### src/fwsf_map.svh
// Named offsets, field positions, command bytes and timing counts for the status poller
`ifndef FWSF_MAP_SVH
`define FWSF_MAP_SVH
// ----------------------------------------------------------------
// Clock and timing
// ----------------------------------------------------------------
`define FWSF_CLK_MHZ 20
`define FWSF_T_WP_NS 60
`define FWSF_WP_CYC ((`FWSF_T_WP_NS * `FWSF_CLK_MHZ + 999) / 1000)
`define FWSF_T_ACC_NS 100
`define FWSF_ACC_CYC ((`FWSF_T_ACC_NS * `FWSF_CLK_MHZ + 999) / 1000)
`define FWSF_SYNC_CYC 4
`define FWSF_WR_END (2 * `FWSF_WP_CYC)
`define FWSF_RD_MIN (`FWSF_ACC_CYC + `FWSF_SYNC_CYC)
`define FWSF_BEAT_W 4
`define FWSF_T_GAP_US 80
`define FWSF_GAP_CYC ((`FWSF_T_GAP_US * `FWSF_CLK_MHZ) - 16)
`define FWSF_GAP_W 11
// ----------------------------------------------------------------
// Register word offsets and status bit positions
// ----------------------------------------------------------------
`define FWSF_REG_CTRL 3'h0
`define FWSF_REG_ADDR 3'h1
`define FWSF_REG_WDATA 3'h2
`define FWSF_REG_STATUS 3'h3
`define FWSF_REG_RDATA 3'h4
`define FWSF_ST_BUSY 0
`define FWSF_ST_DONE 1
`define FWSF_ST_FAIL 2
`define FWSF_ST_REFUSED 3
`define FWSF_ST_ERASE_PEND 4
`define FWSF_ST_WIN_OPEN 5
`define FWSF_ST_READY 6
`define FWSF_ST_NOT_ACC 7
`define FWSF_ST_ZERO_TO_ONE 8
`define FWSF_ST_TIMEOUT 9
// ----------------------------------------------------------------
// Flash status bits, commands and step counts
// ----------------------------------------------------------------
`define FWSF_DQ_POLL 7
`define FWSF_DQ_TIMEOUT 5
`define FWSF_DQ_WINDOW 3
`define FWSF_UNLOCK1_ADDR 20'h0_0555
`define FWSF_UNLOCK2_ADDR 20'h0_02AA
`define FWSF_CMD_UNLOCK1 8'hAA
`define FWSF_CMD_UNLOCK2 8'h55
`define FWSF_CMD_PROG 8'hA0
`define FWSF_CMD_ERASE 8'h80
`define FWSF_CMD_CHIP 8'h10
`define FWSF_CMD_SECTOR 8'h30
`define FWSF_CMD_RESET 8'hF0
`define FWSF_ERASED 8'hFF
`define FWSF_STEP_PROG_LAST 3'h3
`define FWSF_STEP_ERASE_LAST 3'h5
`define FWSF_STEP_FIRST 3'h0
`endif

### src/fwsf_pkg.sv
// Types shared by the status poller: states, operations and the flash pin bundle
package fwsf_pkg;
  typedef enum logic [2:0] {
    FWSF_IDLE = 3'h0,
    FWSF_PRE = 3'h1,
    FWSF_WRC = 3'h3,
    FWSF_POLL = 3'h2,
    FWSF_CHK = 3'h6,
    FWSF_RERD = 3'h7,
    FWSF_FIN = 3'h5
  } fwsf_state_t;

  typedef enum logic [2:0] {
    FWSF_OP_NONE = 3'h0,
    FWSF_OP_PROG = 3'h1,
    FWSF_OP_CHIP = 3'h2,
    FWSF_OP_SECT = 3'h3,
    FWSF_OP_ADD = 3'h4,
    FWSF_OP_READ = 3'h5,
    FWSF_OP_RESET = 3'h6,
    FWSF_OP_WAIT = 3'h7
  } fwsf_op_t;

  typedef struct packed {
    logic ce_n;
    logic we_n;
    logic oe_n;
    logic [19:0] addr;
    logic [7:0] dq_o;
    logic dq_oe;
  } fwsf_pins_t;
endpackage : fwsf_pkg

### src/fwsf_ctrl.sv
// Host controller that issues flash program/erase sequences and polls write status
//
// Chosen here: the Avalon-MM interface to the registers and the register offsets.
`timescale 1ns/1ps
`include "fwsf_map.svh"
// How it works
// - Poll reads always use the address of the programmed or erased location.
// - Poll success is confirmed by one more read before data is trusted.
// - Never program a 0 back to 1; reset the flash after a timeout.
// - Check erase-window bit after each sector command; keep command gaps under 80 us.
module fwsf_ctrl (
  input wire logic clock,
  input wire logic reset_n,
  input wire logic [2:0] avs_address,
  input wire logic avs_read,
  input wire logic avs_write,
  input wire logic [31:0] avs_writedata,
  output logic [31:0] avs_readdata,
  output logic avs_waitrequest,
  output fwsf_pkg::fwsf_pins_t flash_pins,
  input wire logic [7:0] flash_dq_i,
  input wire logic flash_ready_busy_i
);
  // ----------------------------------------------------------------
  // Helpers
  // ----------------------------------------------------------------
  // Address and data of one command-sequence write
  function automatic logic [27:0] cmd_step(input fwsf_pkg::fwsf_op_t op, input logic [2:0] st,
                                           input logic [19:0] a, input logic [7:0] d);
    logic [27:0] r;
    r = {`FWSF_UNLOCK1_ADDR, `FWSF_CMD_RESET};
    if (op != fwsf_pkg::FWSF_OP_RESET) begin
      unique case (st)
        3'h0: r = {`FWSF_UNLOCK1_ADDR, `FWSF_CMD_UNLOCK1};
        3'h1: r = {`FWSF_UNLOCK2_ADDR, `FWSF_CMD_UNLOCK2};
        3'h2: r = (op == fwsf_pkg::FWSF_OP_PROG) ? {`FWSF_UNLOCK1_ADDR, `FWSF_CMD_PROG} :
                                                   {`FWSF_UNLOCK1_ADDR, `FWSF_CMD_ERASE};
        3'h3: r = (op == fwsf_pkg::FWSF_OP_PROG) ? {a, d} : {`FWSF_UNLOCK1_ADDR, `FWSF_CMD_UNLOCK1};
        3'h4: r = {`FWSF_UNLOCK2_ADDR, `FWSF_CMD_UNLOCK2};
        default: r = (op == fwsf_pkg::FWSF_OP_CHIP) ? {`FWSF_UNLOCK1_ADDR, `FWSF_CMD_CHIP} :
                                                     {a, `FWSF_CMD_SECTOR};
      endcase
    end
    return r;
  endfunction : cmd_step

  // Data-poll completion test: true bit 7 for program, 1 for erase
  function automatic logic poll_done(input fwsf_pkg::fwsf_op_t op, input logic [7:0] b,
                                     input logic [7:0] wd);
    return (op == fwsf_pkg::FWSF_OP_PROG) ? (b[`FWSF_DQ_POLL] == wd[`FWSF_DQ_POLL]) :
                                            b[`FWSF_DQ_POLL];
  endfunction : poll_done

  fwsf_pkg::fwsf_state_t st_q;
  fwsf_pkg::fwsf_op_t op_q;
  fwsf_pkg::fwsf_op_t op_in;
  fwsf_pkg::fwsf_pins_t pins_d;
  logic ack_q, wr_acc, rd_acc, start, accept, beat_done, wr_phase, done_now;
  logic [19:0] addr_q;
  logic [7:0] wdata_q, rdata_q, old_q;
  logic [7:0] dq_s1, dq_s2, dq_s3;
  logic [2:0] rb_s;
  logic rb_q;
  logic [2:0] step_q, last_step;
  logic [`FWSF_BEAT_W-1:0] cnt_q;
  logic [`FWSF_GAP_W-1:0] gap_q;
  logic [27:0] cmd;
  logic done_q, fail_q, refused_q, erase_pend_q, win_open_q, not_acc_q, z2o_q, to_q;

  // ----------------------------------------------------------------
  // Avalon-MM slave
  // ----------------------------------------------------------------
  // One wait cycle per access keeps read data registered
  assign avs_waitrequest = (avs_read | avs_write) & ~ack_q;
  assign wr_acc = avs_write & ack_q;
  assign rd_acc = avs_read & ack_q;
  assign start = wr_acc && (avs_address == `FWSF_REG_CTRL);
  assign op_in = fwsf_pkg::fwsf_op_t'(avs_writedata[2:0]);

  always_ff @(posedge clock or negedge reset_n) begin
    if (!reset_n) begin
      ack_q <= 1'b0;
    end else begin
      ack_q <= (avs_read | avs_write) & ~ack_q;
    end
  end

  // Writable parameters of the next operation, frozen while busy
  always_ff @(posedge clock or negedge reset_n) begin
    if (!reset_n) begin
      addr_q <= 20'h0_0000;
      wdata_q <= 8'h00;
    end else if (wr_acc && st_q == fwsf_pkg::FWSF_IDLE) begin
      if (avs_address == `FWSF_REG_ADDR) addr_q <= avs_writedata[19:0];
      if (avs_address == `FWSF_REG_WDATA) wdata_q <= avs_writedata[7:0];
    end
  end

  // Read mux; unmapped words read as zero
  always_ff @(posedge clock or negedge reset_n) begin
    if (!reset_n) begin
      avs_readdata <= 32'h0000_0000;
    end else if (avs_read & ~ack_q) begin
      avs_readdata <= 32'h0000_0000;
      unique case (avs_address)
        `FWSF_REG_ADDR: avs_readdata[19:0] <= addr_q;
        `FWSF_REG_WDATA: avs_readdata[7:0] <= wdata_q;
        `FWSF_REG_RDATA: avs_readdata[7:0] <= rdata_q;
        `FWSF_REG_STATUS: begin
          avs_readdata[`FWSF_ST_BUSY] <= (st_q != fwsf_pkg::FWSF_IDLE);
          avs_readdata[`FWSF_ST_DONE] <= done_q;
          avs_readdata[`FWSF_ST_FAIL] <= fail_q;
          avs_readdata[`FWSF_ST_REFUSED] <= refused_q;
          avs_readdata[`FWSF_ST_ERASE_PEND] <= erase_pend_q;
          avs_readdata[`FWSF_ST_WIN_OPEN] <= win_open_q;
          avs_readdata[`FWSF_ST_READY] <= rb_q;
          avs_readdata[`FWSF_ST_NOT_ACC] <= not_acc_q;
          avs_readdata[`FWSF_ST_ZERO_TO_ONE] <= z2o_q;
          avs_readdata[`FWSF_ST_TIMEOUT] <= to_q;
        end
        default: avs_readdata <= 32'h0000_0000;
      endcase
    end
  end

  // ----------------------------------------------------------------
  // Pin synchronisers
  // ----------------------------------------------------------------
  // Data and ready/busy are asynchronous; a value counts once stages two and three agree
  always_ff @(posedge clock or negedge reset_n) begin
    if (!reset_n) begin
      dq_s1 <= 8'h00;
      dq_s2 <= 8'h00;
      dq_s3 <= 8'h00;
      rb_s <= 3'h0;
      rb_q <= 1'b0;
    end else begin
      dq_s1 <= flash_dq_i;
      dq_s2 <= dq_s1;
      dq_s3 <= dq_s2;
      rb_s <= {rb_s[1:0], flash_ready_busy_i};
      if (rb_s[1] == rb_s[2]) rb_q <= rb_s[2];
    end
  end

  // ----------------------------------------------------------------
  // Bus beat engine
  // ----------------------------------------------------------------
  // Each beat starts with an idle cycle so the flash output never meets our drive
  assign wr_phase = (st_q == fwsf_pkg::FWSF_WRC);
  assign beat_done = wr_phase ? (cnt_q == `FWSF_BEAT_W'(`FWSF_WR_END)) :
                     (cnt_q >= `FWSF_BEAT_W'(`FWSF_RD_MIN) && dq_s2 == dq_s3);
  assign cmd = cmd_step(op_q, step_q, addr_q, wdata_q);
  assign last_step = (op_q == fwsf_pkg::FWSF_OP_PROG) ? `FWSF_STEP_PROG_LAST :
                     (op_q == fwsf_pkg::FWSF_OP_RESET) ? `FWSF_STEP_FIRST : `FWSF_STEP_ERASE_LAST;
  assign done_now = poll_done(op_q, dq_s3, wdata_q);

  always_ff @(posedge clock or negedge reset_n) begin
    if (!reset_n) begin
      cnt_q <= '0;
    end else if (beat_done || st_q == fwsf_pkg::FWSF_IDLE || st_q == fwsf_pkg::FWSF_CHK ||
                 st_q == fwsf_pkg::FWSF_FIN) begin
      cnt_q <= '0;
    end else begin
      cnt_q <= cnt_q + `FWSF_BEAT_W'(1);
    end
  end

  // Pin levels; reads always sit on the operation address
  always_comb begin
    pins_d = '{ce_n: 1'b1, we_n: 1'b1, oe_n: 1'b1, addr: addr_q, dq_o: 8'h00, dq_oe: 1'b0};
    if (wr_phase) begin
      pins_d.addr = cmd[27:8];
      pins_d.dq_o = cmd[7:0];
      if (cnt_q != '0 && cnt_q <= `FWSF_BEAT_W'(`FWSF_WP_CYC)) begin
        pins_d.ce_n = 1'b0;
        pins_d.we_n = 1'b0;
        pins_d.dq_oe = 1'b1;
      end
    end else if ((st_q == fwsf_pkg::FWSF_PRE || st_q == fwsf_pkg::FWSF_POLL ||
                  st_q == fwsf_pkg::FWSF_RERD) && cnt_q != '0) begin
      pins_d.ce_n = 1'b0;
      pins_d.oe_n = 1'b0;
    end
  end

  always_ff @(posedge clock or negedge reset_n) begin
    if (!reset_n) begin
      flash_pins <= '{ce_n: 1'b1, we_n: 1'b1, oe_n: 1'b1, addr: 20'h0_0000, dq_o: 8'h00,
                      dq_oe: 1'b0};
    end else begin
      flash_pins <= pins_d;
    end
  end

  // ----------------------------------------------------------------
  // Sequencer
  // ----------------------------------------------------------------
  // Adding a sector is refused once the gap is near its limit, since the flash would drop it
  assign accept = start && st_q == fwsf_pkg::FWSF_IDLE && op_in != fwsf_pkg::FWSF_OP_NONE &&
                  (op_in != fwsf_pkg::FWSF_OP_WAIT || erase_pend_q) &&
                  (op_in != fwsf_pkg::FWSF_OP_ADD ||
                   (erase_pend_q && win_open_q && gap_q < `FWSF_GAP_W'(`FWSF_GAP_CYC)));

  always_ff @(posedge clock or negedge reset_n) begin
    if (!reset_n) begin
      st_q <= fwsf_pkg::FWSF_IDLE;
      op_q <= fwsf_pkg::FWSF_OP_NONE;
      step_q <= `FWSF_STEP_FIRST;
      rdata_q <= 8'h00;
      old_q <= 8'h00;
    end else begin
      unique case (st_q)
        fwsf_pkg::FWSF_IDLE: if (accept) begin
          op_q <= op_in;
          step_q <= (op_in == fwsf_pkg::FWSF_OP_ADD) ? `FWSF_STEP_ERASE_LAST : `FWSF_STEP_FIRST;
          unique case (op_in)
            fwsf_pkg::FWSF_OP_PROG: st_q <= fwsf_pkg::FWSF_PRE;
            fwsf_pkg::FWSF_OP_WAIT: st_q <= fwsf_pkg::FWSF_POLL;
            fwsf_pkg::FWSF_OP_READ: st_q <= fwsf_pkg::FWSF_RERD;
            default: st_q <= fwsf_pkg::FWSF_WRC;
          endcase
        end
        // Read the target first so no bit is asked to go from 0 to 1
        fwsf_pkg::FWSF_PRE: if (beat_done) begin
          old_q <= dq_s3;
          st_q <= ((~dq_s3 & wdata_q) != 8'h00) ? fwsf_pkg::FWSF_FIN : fwsf_pkg::FWSF_WRC;
        end
        fwsf_pkg::FWSF_WRC: if (beat_done) begin
          step_q <= step_q + 3'h1;
          if (step_q == last_step) begin
            st_q <= (op_q == fwsf_pkg::FWSF_OP_RESET) ? fwsf_pkg::FWSF_FIN : fwsf_pkg::FWSF_POLL;
          end
        end
        fwsf_pkg::FWSF_POLL: if (beat_done) begin
          rdata_q <= dq_s3;
          st_q <= fwsf_pkg::FWSF_CHK;
        end
        // A window check after a sector command ends the order; erase goes on in the flash
        fwsf_pkg::FWSF_CHK: begin
          if (op_q == fwsf_pkg::FWSF_OP_SECT || op_q == fwsf_pkg::FWSF_OP_ADD) begin
            st_q <= fwsf_pkg::FWSF_FIN;
          end else if (poll_done(op_q, rdata_q, wdata_q) || rdata_q[`FWSF_DQ_TIMEOUT]) begin
            st_q <= fwsf_pkg::FWSF_RERD;
          end else begin
            st_q <= fwsf_pkg::FWSF_POLL;
          end
        end
        // Bit 7 may flip before the rest of the byte, so trust only this second read
        fwsf_pkg::FWSF_RERD: if (beat_done) begin
          rdata_q <= dq_s3;
          if (op_q == fwsf_pkg::FWSF_OP_READ || done_now) begin
            st_q <= fwsf_pkg::FWSF_FIN;
          end else if (to_q) begin
            op_q <= fwsf_pkg::FWSF_OP_RESET;
            step_q <= `FWSF_STEP_FIRST;
            st_q <= fwsf_pkg::FWSF_WRC;
          end else begin
            st_q <= fwsf_pkg::FWSF_POLL;
          end
        end
        fwsf_pkg::FWSF_FIN: st_q <= fwsf_pkg::FWSF_IDLE;
        default: st_q <= fwsf_pkg::FWSF_IDLE;
      endcase
    end
  end

  // Result flags; an accepted order clears them, a refused start sets refused, and only the busy sequencer sets the rest
  always_ff @(posedge clock or negedge reset_n) begin
    if (!reset_n) begin
      done_q <= 1'b0;
      fail_q <= 1'b0;
      refused_q <= 1'b0;
      not_acc_q <= 1'b0;
      z2o_q <= 1'b0;
      to_q <= 1'b0;
    end else if (accept) begin
      {done_q, fail_q, refused_q, not_acc_q, z2o_q, to_q} <= 6'h00;
    end else begin
      if (start && !accept) refused_q <= 1'b1;
      if (st_q == fwsf_pkg::FWSF_FIN) done_q <= 1'b1;
      if (st_q == fwsf_pkg::FWSF_PRE && beat_done && (~dq_s3 & wdata_q) != 8'h00) begin
        z2o_q <= 1'b1;
        fail_q <= 1'b1;
      end
      if (st_q == fwsf_pkg::FWSF_CHK && rdata_q[`FWSF_DQ_TIMEOUT] &&
          op_q != fwsf_pkg::FWSF_OP_SECT && op_q != fwsf_pkg::FWSF_OP_ADD) begin
        to_q <= 1'b1;
      end
      if (st_q == fwsf_pkg::FWSF_CHK && op_q == fwsf_pkg::FWSF_OP_ADD && rdata_q[`FWSF_DQ_WINDOW]) begin
        not_acc_q <= 1'b1;
      end
      if (st_q == fwsf_pkg::FWSF_RERD && beat_done && op_q != fwsf_pkg::FWSF_OP_READ &&
          (done_now ? (dq_s3 != ((op_q == fwsf_pkg::FWSF_OP_PROG) ? wdata_q : `FWSF_ERASED)) : to_q)) begin
        fail_q <= 1'b1;
      end
    end
  end

  // Sector-erase bookkeeping: pending erase, open window and the gap since the last erase command
  always_ff @(posedge clock or negedge reset_n) begin
    if (!reset_n) begin
      erase_pend_q <= 1'b0;
      win_open_q <= 1'b0;
      gap_q <= '0;
    end else begin
      if (accept && op_in == fwsf_pkg::FWSF_OP_SECT) erase_pend_q <= 1'b1;
      if (st_q == fwsf_pkg::FWSF_FIN && op_q != fwsf_pkg::FWSF_OP_SECT &&
          op_q != fwsf_pkg::FWSF_OP_ADD && op_q != fwsf_pkg::FWSF_OP_READ) erase_pend_q <= 1'b0;
      if (st_q == fwsf_pkg::FWSF_CHK && (op_q == fwsf_pkg::FWSF_OP_SECT || op_q == fwsf_pkg::FWSF_OP_ADD)) begin
        win_open_q <= ~rdata_q[`FWSF_DQ_WINDOW];
      end else if (gap_q == `FWSF_GAP_W'(`FWSF_GAP_CYC)) begin
        win_open_q <= 1'b0;
      end
      if (wr_phase && beat_done && step_q == `FWSF_STEP_ERASE_LAST) gap_q <= '0;
      else if (gap_q != `FWSF_GAP_W'(`FWSF_GAP_CYC)) gap_q <= gap_q + `FWSF_GAP_W'(1);
    end
  end

  // ----------------------------------------------------------------
  // Assertions
  // ----------------------------------------------------------------
  property p_poll_addr;
    @(posedge clock) disable iff (!reset_n)
      !flash_pins.oe_n |-> (flash_pins.addr == addr_q) && flash_pins.we_n && !flash_pins.dq_oe;
  endproperty
  a_poll_addr: assert property (p_poll_addr) else $error("read not at operation address");

  property p_reread;
    @(posedge clock) disable iff (!reset_n)
      (st_q == fwsf_pkg::FWSF_CHK && op_q == fwsf_pkg::FWSF_OP_PROG && poll_done(op_q, rdata_q, wdata_q))
      |=> st_q == fwsf_pkg::FWSF_RERD ##1 (st_q == fwsf_pkg::FWSF_RERD)[*2] ##[1:40] !flash_pins.oe_n;
  endproperty
  a_reread: assert property (p_reread) else $error("poll success not confirmed by reread");

  property p_no_zero_to_one;
    @(posedge clock) disable iff (!reset_n)
      (wr_phase && op_q == fwsf_pkg::FWSF_OP_PROG && step_q == `FWSF_STEP_PROG_LAST && !pins_d.we_n)
      |-> ((~old_q & wdata_q) == 8'h00);
  endproperty
  a_no_zero_to_one: assert property (p_no_zero_to_one) else $error("program would set 0 to 1");

  property p_reset_after_timeout;
    @(posedge clock) disable iff (!reset_n)
      (st_q == fwsf_pkg::FWSF_RERD && beat_done && to_q && !done_now &&
       op_q != fwsf_pkg::FWSF_OP_READ) |=> ##[1:20] (!pins_d.we_n && pins_d.dq_o == `FWSF_CMD_RESET);
  endproperty
  a_reset_after_timeout: assert property (p_reset_after_timeout) else $error("no reset after timeout");

  property p_window_check;
    @(posedge clock) disable iff (!reset_n)
      (wr_phase && beat_done && step_q == `FWSF_STEP_ERASE_LAST && op_q != fwsf_pkg::FWSF_OP_CHIP)
      |=> st_q == fwsf_pkg::FWSF_POLL ##[2:40] st_q == fwsf_pkg::FWSF_CHK;
  endproperty
  a_window_check: assert property (p_window_check) else $error("no window check after sector");

  property p_gap_limit;
    @(posedge clock) disable iff (!reset_n)
      (accept && op_in == fwsf_pkg::FWSF_OP_ADD) |-> $past(win_open_q) && gap_q < `FWSF_GAP_W'(`FWSF_GAP_CYC);
  endproperty
  a_gap_limit: assert property (p_gap_limit) else $error("sector added after gap limit");

  c_prog: cover property (@(posedge clock) disable iff (!reset_n)
    op_q == fwsf_pkg::FWSF_OP_PROG && st_q == fwsf_pkg::FWSF_FIN && !fail_q);
  c_add: cover property (@(posedge clock) disable iff (!reset_n)
    op_q == fwsf_pkg::FWSF_OP_ADD && st_q == fwsf_pkg::FWSF_FIN);
  c_timeout: cover property (@(posedge clock) disable iff (!reset_n)
    op_q == fwsf_pkg::FWSF_OP_RESET && to_q && st_q == fwsf_pkg::FWSF_FIN);
endmodule : fwsf_ctrl

### config.mk
export PLATFORM = sky130hd
export DESIGN_NAME = fwsf_ctrl
export DESIGN_NICKNAME = d
export VERILOG_FILES = /design/src/fwsf_pkg.sv /design/src/fwsf_ctrl.sv
export VERILOG_INCLUDE_DIRS = /design/src
export SDC_FILE = /design/constraint.sdc
export NUM_CORES = 1
export LEC_CHECK = 0
export BUFFER_PORTS_ARGS = -buffer_cell sky130_fd_sc_hd__buf_2
export CORE_MARGIN = 2
export CORE_UTILIZATION = 55
export CTS_BUF_LIST = sky130_fd_sc_hd__clkbuf_16
export DETAILED_ROUTE_END_ITERATION = 16
export GPL_TIMING_DRIVEN = 0
export PLACE_DENSITY = 0.81
export SLEW_MARGIN = 20
export SYNTH_ARGS = -nofsm -noshare
export SYNTH_HDL_FRONTEND = slang
export SYNTH_SLANG_ARGS = --single-unit
export TNS_END_PERCENT = 30
### constraint.sdc
create_clock -name clock -period 3.5 [get_ports clock]
set_clock_uncertainty 0.05 [all_clocks]
set_input_delay 0.525 -clock clock [delete_from_list [all_inputs] [get_ports clock]]
set_output_delay 0.525 -clock clock [all_outputs]
set_load 0.05 [all_outputs]
==> results.py, run 1 <==
metrics = {
    "status": {
        "status": "completed",
    },
    "yosys": {
        "ys_top_cells_by_area": "dfrtp_1 53%, mux2_2 6.6%, nand2_1 3.4%",
        "synth.most_common_cell": "dfrtp_1",
        "synth-seq-cells": 149,
        "synth-async-reset-ratio_pct": 100,
        "synth_area_um2": 6950,
        "yosysUniqueCellTypes": 69,
        "synthCells": 673,
        "synth.avg_cell_area_um2": 10.3,
        "synthFlopType": "dfrtp_1",
        "synth_edf_count": 0,
        "synth_top_area_share_pct": 52.6,
        "yosysTopAreaCell": "dfrtp_1",
        "ys_warn_count": 0,
        "ys_seq_area_share_pct": 53.7,
        "synth_common_cells": "146 x dfrtp_1, 63 x nand2_1, 58 x nor2_1, 47 x o21ai_0, 41 x mux2_2",
    },
    "routing": {
        "vias": 5480,
        "drc": 0,
        "postRouteAntennaNets": 0,
        "wirelength_um": 17200,
        "dr.first_iter.drc_count": 424,
        "wl_per_cell_um": 17.7,
        "firstDrtPassIters": 5,
        "via_per_inst": 5.63,
    },
    "timing": {
        "slew_violations": 0,
        "finalCritPeriodShare_pct": 75.7,
        "fmaxAchievable_mhz": 377,
        "rsz0062_at_grt": "no",
        "setup_viol": 0,
        "hold_violations": 0,
        "finalCriticalPeriod_ns": 2.65,
        "slew_headroom_pct": 36.1,
        "worst_slew_pin_slew_ns": 0.957,
        "tns_ns": 0,
    },
    "power": {
        "power_mw": 5.60,
        "sequentialPowerShare_pct": 37.8,
        "internal_power_mw": 3.59,
        "power.share.switching_pct": 35.9,
        "p_leak_nw": 3.99,
        "p_clk_share_pct": 31.5,
        "vdd_drop_max_v": 0.000466,
        "p_switching_mw": 2.01,
        "power.density_nw_per_um2": 678,
        "pwr-share-comb_pct": 30.7,
    },
    "final_layout": {
        "area_growth_pct": 18.8,
        "n_antenna_cell": 0,
        "final_util_pct": 66.2,
        "nets": 850,
        "drive_gt1_share_pct": 23.3,
    },
    "critical_path": {
        "cp_top_family": "compound AO/OA/AOI/OAI gates",
        "path_buf_inv": 2,
        "cp-start-kind": "flip-flop",
        "arrival_ns": 2.91,
        "crit_required_ns": 3.76,
        "crit_chain": "clkbuf_1, inv_1, ha_1, or4_1, o211ai_1, o311ai_1, o31ai_2, o21ai_1, a21o_1",
        "cpPeakStageDelay_ns": 0.54,
        "crit_path_top_delay_cell": "or4_1",
        "crit_type": "reg2reg",
        "endpoint_kind": "flip-flop",
        "cp_max_fo": 8,
    },
    "grt": {
        "grt_pass1_wl_um": 27300,
        "grt_overflow_total": 0,
        "track_usage_pct": 26.7,
        "grt_start_max_net_pins": 102,
        "antenna_found_initial": 0,
        "grt_pass1_vias": 5323,
    },
    "cts": {
        "post-cts-setup-buffer-count": 0,
        "ctsResizeCount": 0,
        "htreeDepth": 4,
        "root_buffer": "clkbuf_16",
        "clkSinkCount": 149,
        "clock_latency_ns": 0.43,
        "cts-buffers-inserted": 17,
        "cts_tree": "built",
        "cts_buffer_depth": 2,
        "path_clk_slew_ns": 0.06,
    },
    "floorplanning": {
        "rows": 41,
        "die_area_um2": 13600,
        "io_pins": 113,
        "dieHeight_um": 116,
        "die_w_um": 116,
        "initial_core_util_pct": 55.8,
        "core_region_area_um2": 12500,
    },
    "placed_design": {
        "post-dp-hpwl_um": 12500,
        "place.gp.congestion": 0.889,
        "io_buffers": 86,
    },
    "hold_path": {
        "min_path_type": "in2reg",
    },
    "flow_run": {
        "maxCapViolations": 0,
    },
}
==> timing repair <==
item	4_1_cts	5_1_grt
hold endpoints to repair	45	0
setup endpoints to repair	0	0
hold buffers	1	0
==> stage by stage <==
stage               setup WS, ns  cell area, µm²  instances  hold WS (ns)
floorplan                   1.18            6990        684         0.179
global placement         -0.0632            7640        942         0.283
detailed placement         0.877            7680        943         0.286
CTS                        0.876            8260        973         0.142
global route               0.652            8260        973         0.140
finish                     0.849            8260        973         0.151
==> power groups by stage <==
| stage | sequential (mW) | clock (mW) | combinational [mW] |
|---|---|---|---|
| floorplan | 2.46 | 0 | 0.920 |
| global placement | 2.13 | 0 | 1.65 |
| detailed placement | 2.14 | 0 | 1.70 |
| CTS | 2.11 | 1.78 | 1.71 |
| global route | 2.14 | 1.87 | 1.87 |
| finish | 2.12 | 1.76 | 1.72 |
==> layout by cell type (no fill, tap or decap), types with 13 or more instances in the layout <==
cell       instances
dfrtp_1          146
clkbuf_1          28
nor2_1            58
xor2_1            16
a21oi_1           37
nand2_1           63
nand3_1           20
mux2_2            41
clkbuf_16         17
nor3_1            15
nor2b_1           20
o21ai_0           47
buf_4             13
inv_1             20
buf_2             90
==> worst register-to-register path: stages (launching register included) <==
cell and delay (ns):
dfrtp_1 0.32, clkbuf_1 0.31, inv_1 0.11, ha_1 0.19, or4_1 0.54, o211ai_1 0.25, o311ai_1 0.16, o31ai_2 0.29
o21ai_1 0.11, a21o_1 0.19
==> final timing paths <==
kind | from | end | slack, ns | depth (start not counted)
setup / recovery | dq_s3[7] | st_q[2] | 0.85 | 9
setup reg to reg | dq_s3[7] | st_q[2] | 0.85 | 9
hold reg to reg | dq_s1[1] | dq_s2[1] | 0.30 | 0
hold / removal | flash_ready_busy_i | rb_s[0] | 0.15 | 1
min in group asynchronous | reset_n | flash_pins[16] | 0.54 | 2
max in group asynchronous | reset_n | dq_s2[2] | 2.06 | 3
==> routing by layer <==
layer	GRT usage, %	share of wire [%]
met3	5.50	5.0
met2	42.1	49
met5	0	0
met4	11.3	2.6
met1	36.2	43
==> flip-flops by register name (all words and copies together), names as in the netlist, 4 cells and up <==
name	count
addr_q	20
flash_pins	32
cnt_q	4
wdata_q	8
dq_s2	8
dq_s1	8
avs_readdata	20
dq_s3	8
rdata_q	8
gap_q	11
==> cell type report <==
class                   count  area, µm²
fillers                   974       4210
clock buffers              17        425
repair buffers             88        478
clock inverters            12        141
flip-flops and latches    149       3730
well taps                 172        215
inverters                  19       71.3
multi-input cells         467       2950
plain buffers              49        248
==> logic make-up (layout without fill, tap and decap cells) <==
logic type,count (synthesis),in the layout,share of synthesized area [%]
simple gates,229,229,16.2
fa+ha+maj,12,12,2.12
buf+inv,68,185,4.59
compound gates,145,145,12.9
xor+xnor,22,22,2.77
other cells,1,12,0.0539
mux,47,47,7.69
flops,149,149,53.7
Note: power is estimated with default switching activity, not from simulation.
==> run 2, diff against run 1 <==
Settings changed: ABC_AREA set to 1, CORE_UTILIZATION 55 to 51, PLACE_DENSITY 0.81 to 0.79.
Clock period 3.5 ns to 2.4 ns, I/O delays scaled along.
==> results.py, run 2 <==
metrics = {
    "final_layout": {
        "fin_area_um2": 8340,
        "top_regs": "flash_pins (32), addr_q (20), avs_readdata (20)",
        "layout_commonest_cell": "nand2_1",
        "regMostFlops": "flash_pins",
        "final_util_pct": 63.0,
        "nets": 983,
        "layout_common_cells": "172 x nand2_1, 146 x dfrtp_1, 94 x inv_1",
        "area_growth_pct": 20.4,
        "n_antenna_cell": 0,
        "drive_gt1_share_pct": 18.8,
        "largest_reg_flops": 32,
    },
    "grt": {
        "grt_start_max_net_pins": 97,
        "grt_overflow_total": 0,
        "grt_pass1_wl_um": 27600,
        "antenna_found_initial": 0,
        "grt_pass1_vias": 5647,
        "track_usage_pct": 24.6,
    },
    "yosys": {
        "synthFlopType": "dfrtp_1",
        "synth_area_um2": 6930,
        "synthCells": 796,
        "synth_edf_count": 0,
        "synth.avg_cell_area_um2": 8.70,
        "yosysTopAreaCell": "dfrtp_1",
        "ys_warn_count": 0,
        "synth_common_cells": "172 x nand2_1, 146 x dfrtp_1, 93 x inv_1, 87 x nor2_1, 62 x o21ai_0",
        "synth-seq-cells": 149,
        "ys_seq_area_share_pct": 53.9,
        "synth_top_area_share_pct": 52.7,
        "yosysUniqueCellTypes": 46,
        "ys_top_cells_by_area": "dfrtp_1 53%, nand2_1 9.3%, inv_1 5.0%",
        "synth-async-reset-ratio_pct": 100,
        "synth.most_common_cell": "nand2_1",
    },
    "floorplanning": {
        "core_region_area_um2": 13200,
        "die_area_um2": 14500,
        "initial_core_util_pct": 52.3,
        "dieHeight_um": 121,
        "die_w_um": 121,
        "rows": 42,
        "io_pins": 113,
    },
    "hold_path": {
        "whs_endpoint": "addr_q[13]",
        "hold_depth": 3,
        "min_from": "avs_writedata[13]",
        "min_path_type": "in2reg",
    },
    "cts": {
        "clock_latency_ns": 0.43,
        "post-cts-setup-buffer-count": 0,
        "path_clk_slew_ns": 0.06,
        "cts-buffers-inserted": 17,
        "cts_tree": "built",
        "cts_buffer_depth": 2,
        "htreeDepth": 4,
        "root_buffer": "clkbuf_16",
        "clkSinkCount": 149,
    },
    "routing": {
        "via_per_inst": 5.28,
        "firstDrtPassIters": 5,
        "postRouteAntennaNets": 0,
        "wl_per_cell_um": 15.2,
        "drc": 0,
        "vias": 5877,
        "wirelength_um": 16900,
        "dr.first_iter.drc_count": 682,
    },
    "critical_path": {
        "rr_endpoint": "flash_pins[10]",
        "arrival_ns": 2.39,
        "r2r_cells": 11,
        "cp-start-kind": "flip-flop",
        "reg2reg_from": "step_q[0]",
        "rrSetupSlack_ns": 0.27,
        "crit_type": "reg2reg",
        "endpoint_kind": "flip-flop",
        "cp_max_fo": 7,
        "crit_required_ns": 2.66,
    },
    "placed_design": {
        "place.gp.congestion": 0.961,
        "post-dp-hpwl_um": 12100,
        "place_area_um2": 7670,
        "io_buffers": 88,
    },
    "timing": {
        "slew_violations": 0,
        "rsz0062_at_grt": "no",
        "worst_slew_pin_slew_ns": 0.583,
        "finalCriticalPeriod_ns": 2.13,
        "slew_headroom_pct": 61.0,
        "fmaxAchievable_mhz": 469,
        "finalCritPeriodShare_pct": 88.8,
        "hold_violations": 0,
        "setup_viol": 0,
    },
    "flow_run": {
        "maxCapViolations": 0,
    },
    "status": {
        "status": "completed",
    },
    "power": {
        "power.density_nw_per_um2": 1230,
        "p_leak_nw": 4.24,
        "vdd_drop_max_v": 0.000643,
    },
}
-- run 2: cell types whose count changed in the layout (fill, tap and decap cells not counted), moves of 8 or more --
cell	before	now
and3_1	8	0
clkbuf_1	28	9
dlygate4sd3_1	1	10
inv_1	20	94
mux2_2	41	8
nand2_1	63	172
nand2b_1	12	0
nand3_1	20	52
nor2_1	58	87
nor2b_1	20	0
o21ai_0	47	61
xor2_1	16	5
-- run 2: per-layer routing --
layer | global-route usage, % | up-vias | part of all wire [%]
met5 | 0 | - | 0
met4 | 10.1 | 0 | 2.8
met3 | 5.94 | 38 | 7.8
met2 | 38.5 | 242 | 47
met1 | 33.1 | 2770 | 43
li1 | - | 2827 | -
-- run 2: how the worst max path moves through the flow --
stage,startpoint,endpoint,slack [ns],cells past startpoint
finish,step_q[0],flash_pins[10],0.27,11
global route,step_q[0],flash_pins[27],0.06,10
CTS,step_q[0],flash_pins[27],0.02,11
detailed placement,step_q[0],flash_pins[27],0.03,11
global placement,reset_n,flash_pins[23],-1.13,1
floorplan,step_q[0],flash_pins[10],0.50,10
-- run 2: what timing repair did --
action / in CTS / in global routing
endpoints found under the hold margin: 62 / 0
gates resized for setup: 0 / 4
setup endpoints to repair: 0 / 14
hold buffers: 10 / 0
-- run 2: worst max-delay path, stage by stage, from the launching register on --
cell	delay, ns
dfrtp_1	0.47
inv_1	0.11
ha_1	0.22
nand2_1	0.08
o21ai_2	0.09
inv_1	0.10
nand3_2	0.12
inv_1	0.20
nor2_1	0.10
o22ai_2	0.17
nand2_1	0.14
o21a_1	0.17
-- run 2: cell families after synthesis --
kind of cell	share of synthesized area, %
AND/OR/NAND/NOR	21.7
flip-flops	53.9
AO/OA/AOI/OAI	12.0
buffers and inverters	7.79
adder cells (fa/ha/maj)	2.13
XOR/XNOR	1.14
multiplexers	1.30
other	0.0541
-- run 2: cell type report --
cell class / count / area (µm²)
plain buffers: 28 / 164
clock buffers: 17 / 425
clock inverters: 15 / 143
fillers: 1104 / 4900
inverters: 99 / 372
multi-input cells: 530 / 2710
flip-flops and latches: 149 / 3730
well taps: 176 / 220
repair buffers: 99 / 578
-- run 2: report_power, final --
group | internal [mW] | switching, mW | leakage (nW)
clock network | 1.45 | 1.12 | 0.280
registers | 3.26 | 0.577 | 1.83
logic | 1.11 | 2.75 | 2.13
-- run 2: metrics by stage --
| step | setup slack [ns] | cells | hold slack (ns) | setup TNS, ns | total power [mW] |
|---|---|---|---|---|---|
| after floorplan | 0.498 | 807 | 0.0144 | 0 | 6.62 |
| after global placement | -1.13 | 1071 | 0.282 | -164.63 | 7.52 |
| after detailed placement | 0.0296 | 1072 | 0.247 | 0 | 7.62 |
| after CTS | 0.0172 | 1114 | 0.113 | 0 | 10.2 |
| after global routing | 0.0645 | 1113 | 0.123 | 0 | 10.9 |
| final | 0.269 | 1113 | 0.119 | 0 | 10.3 |
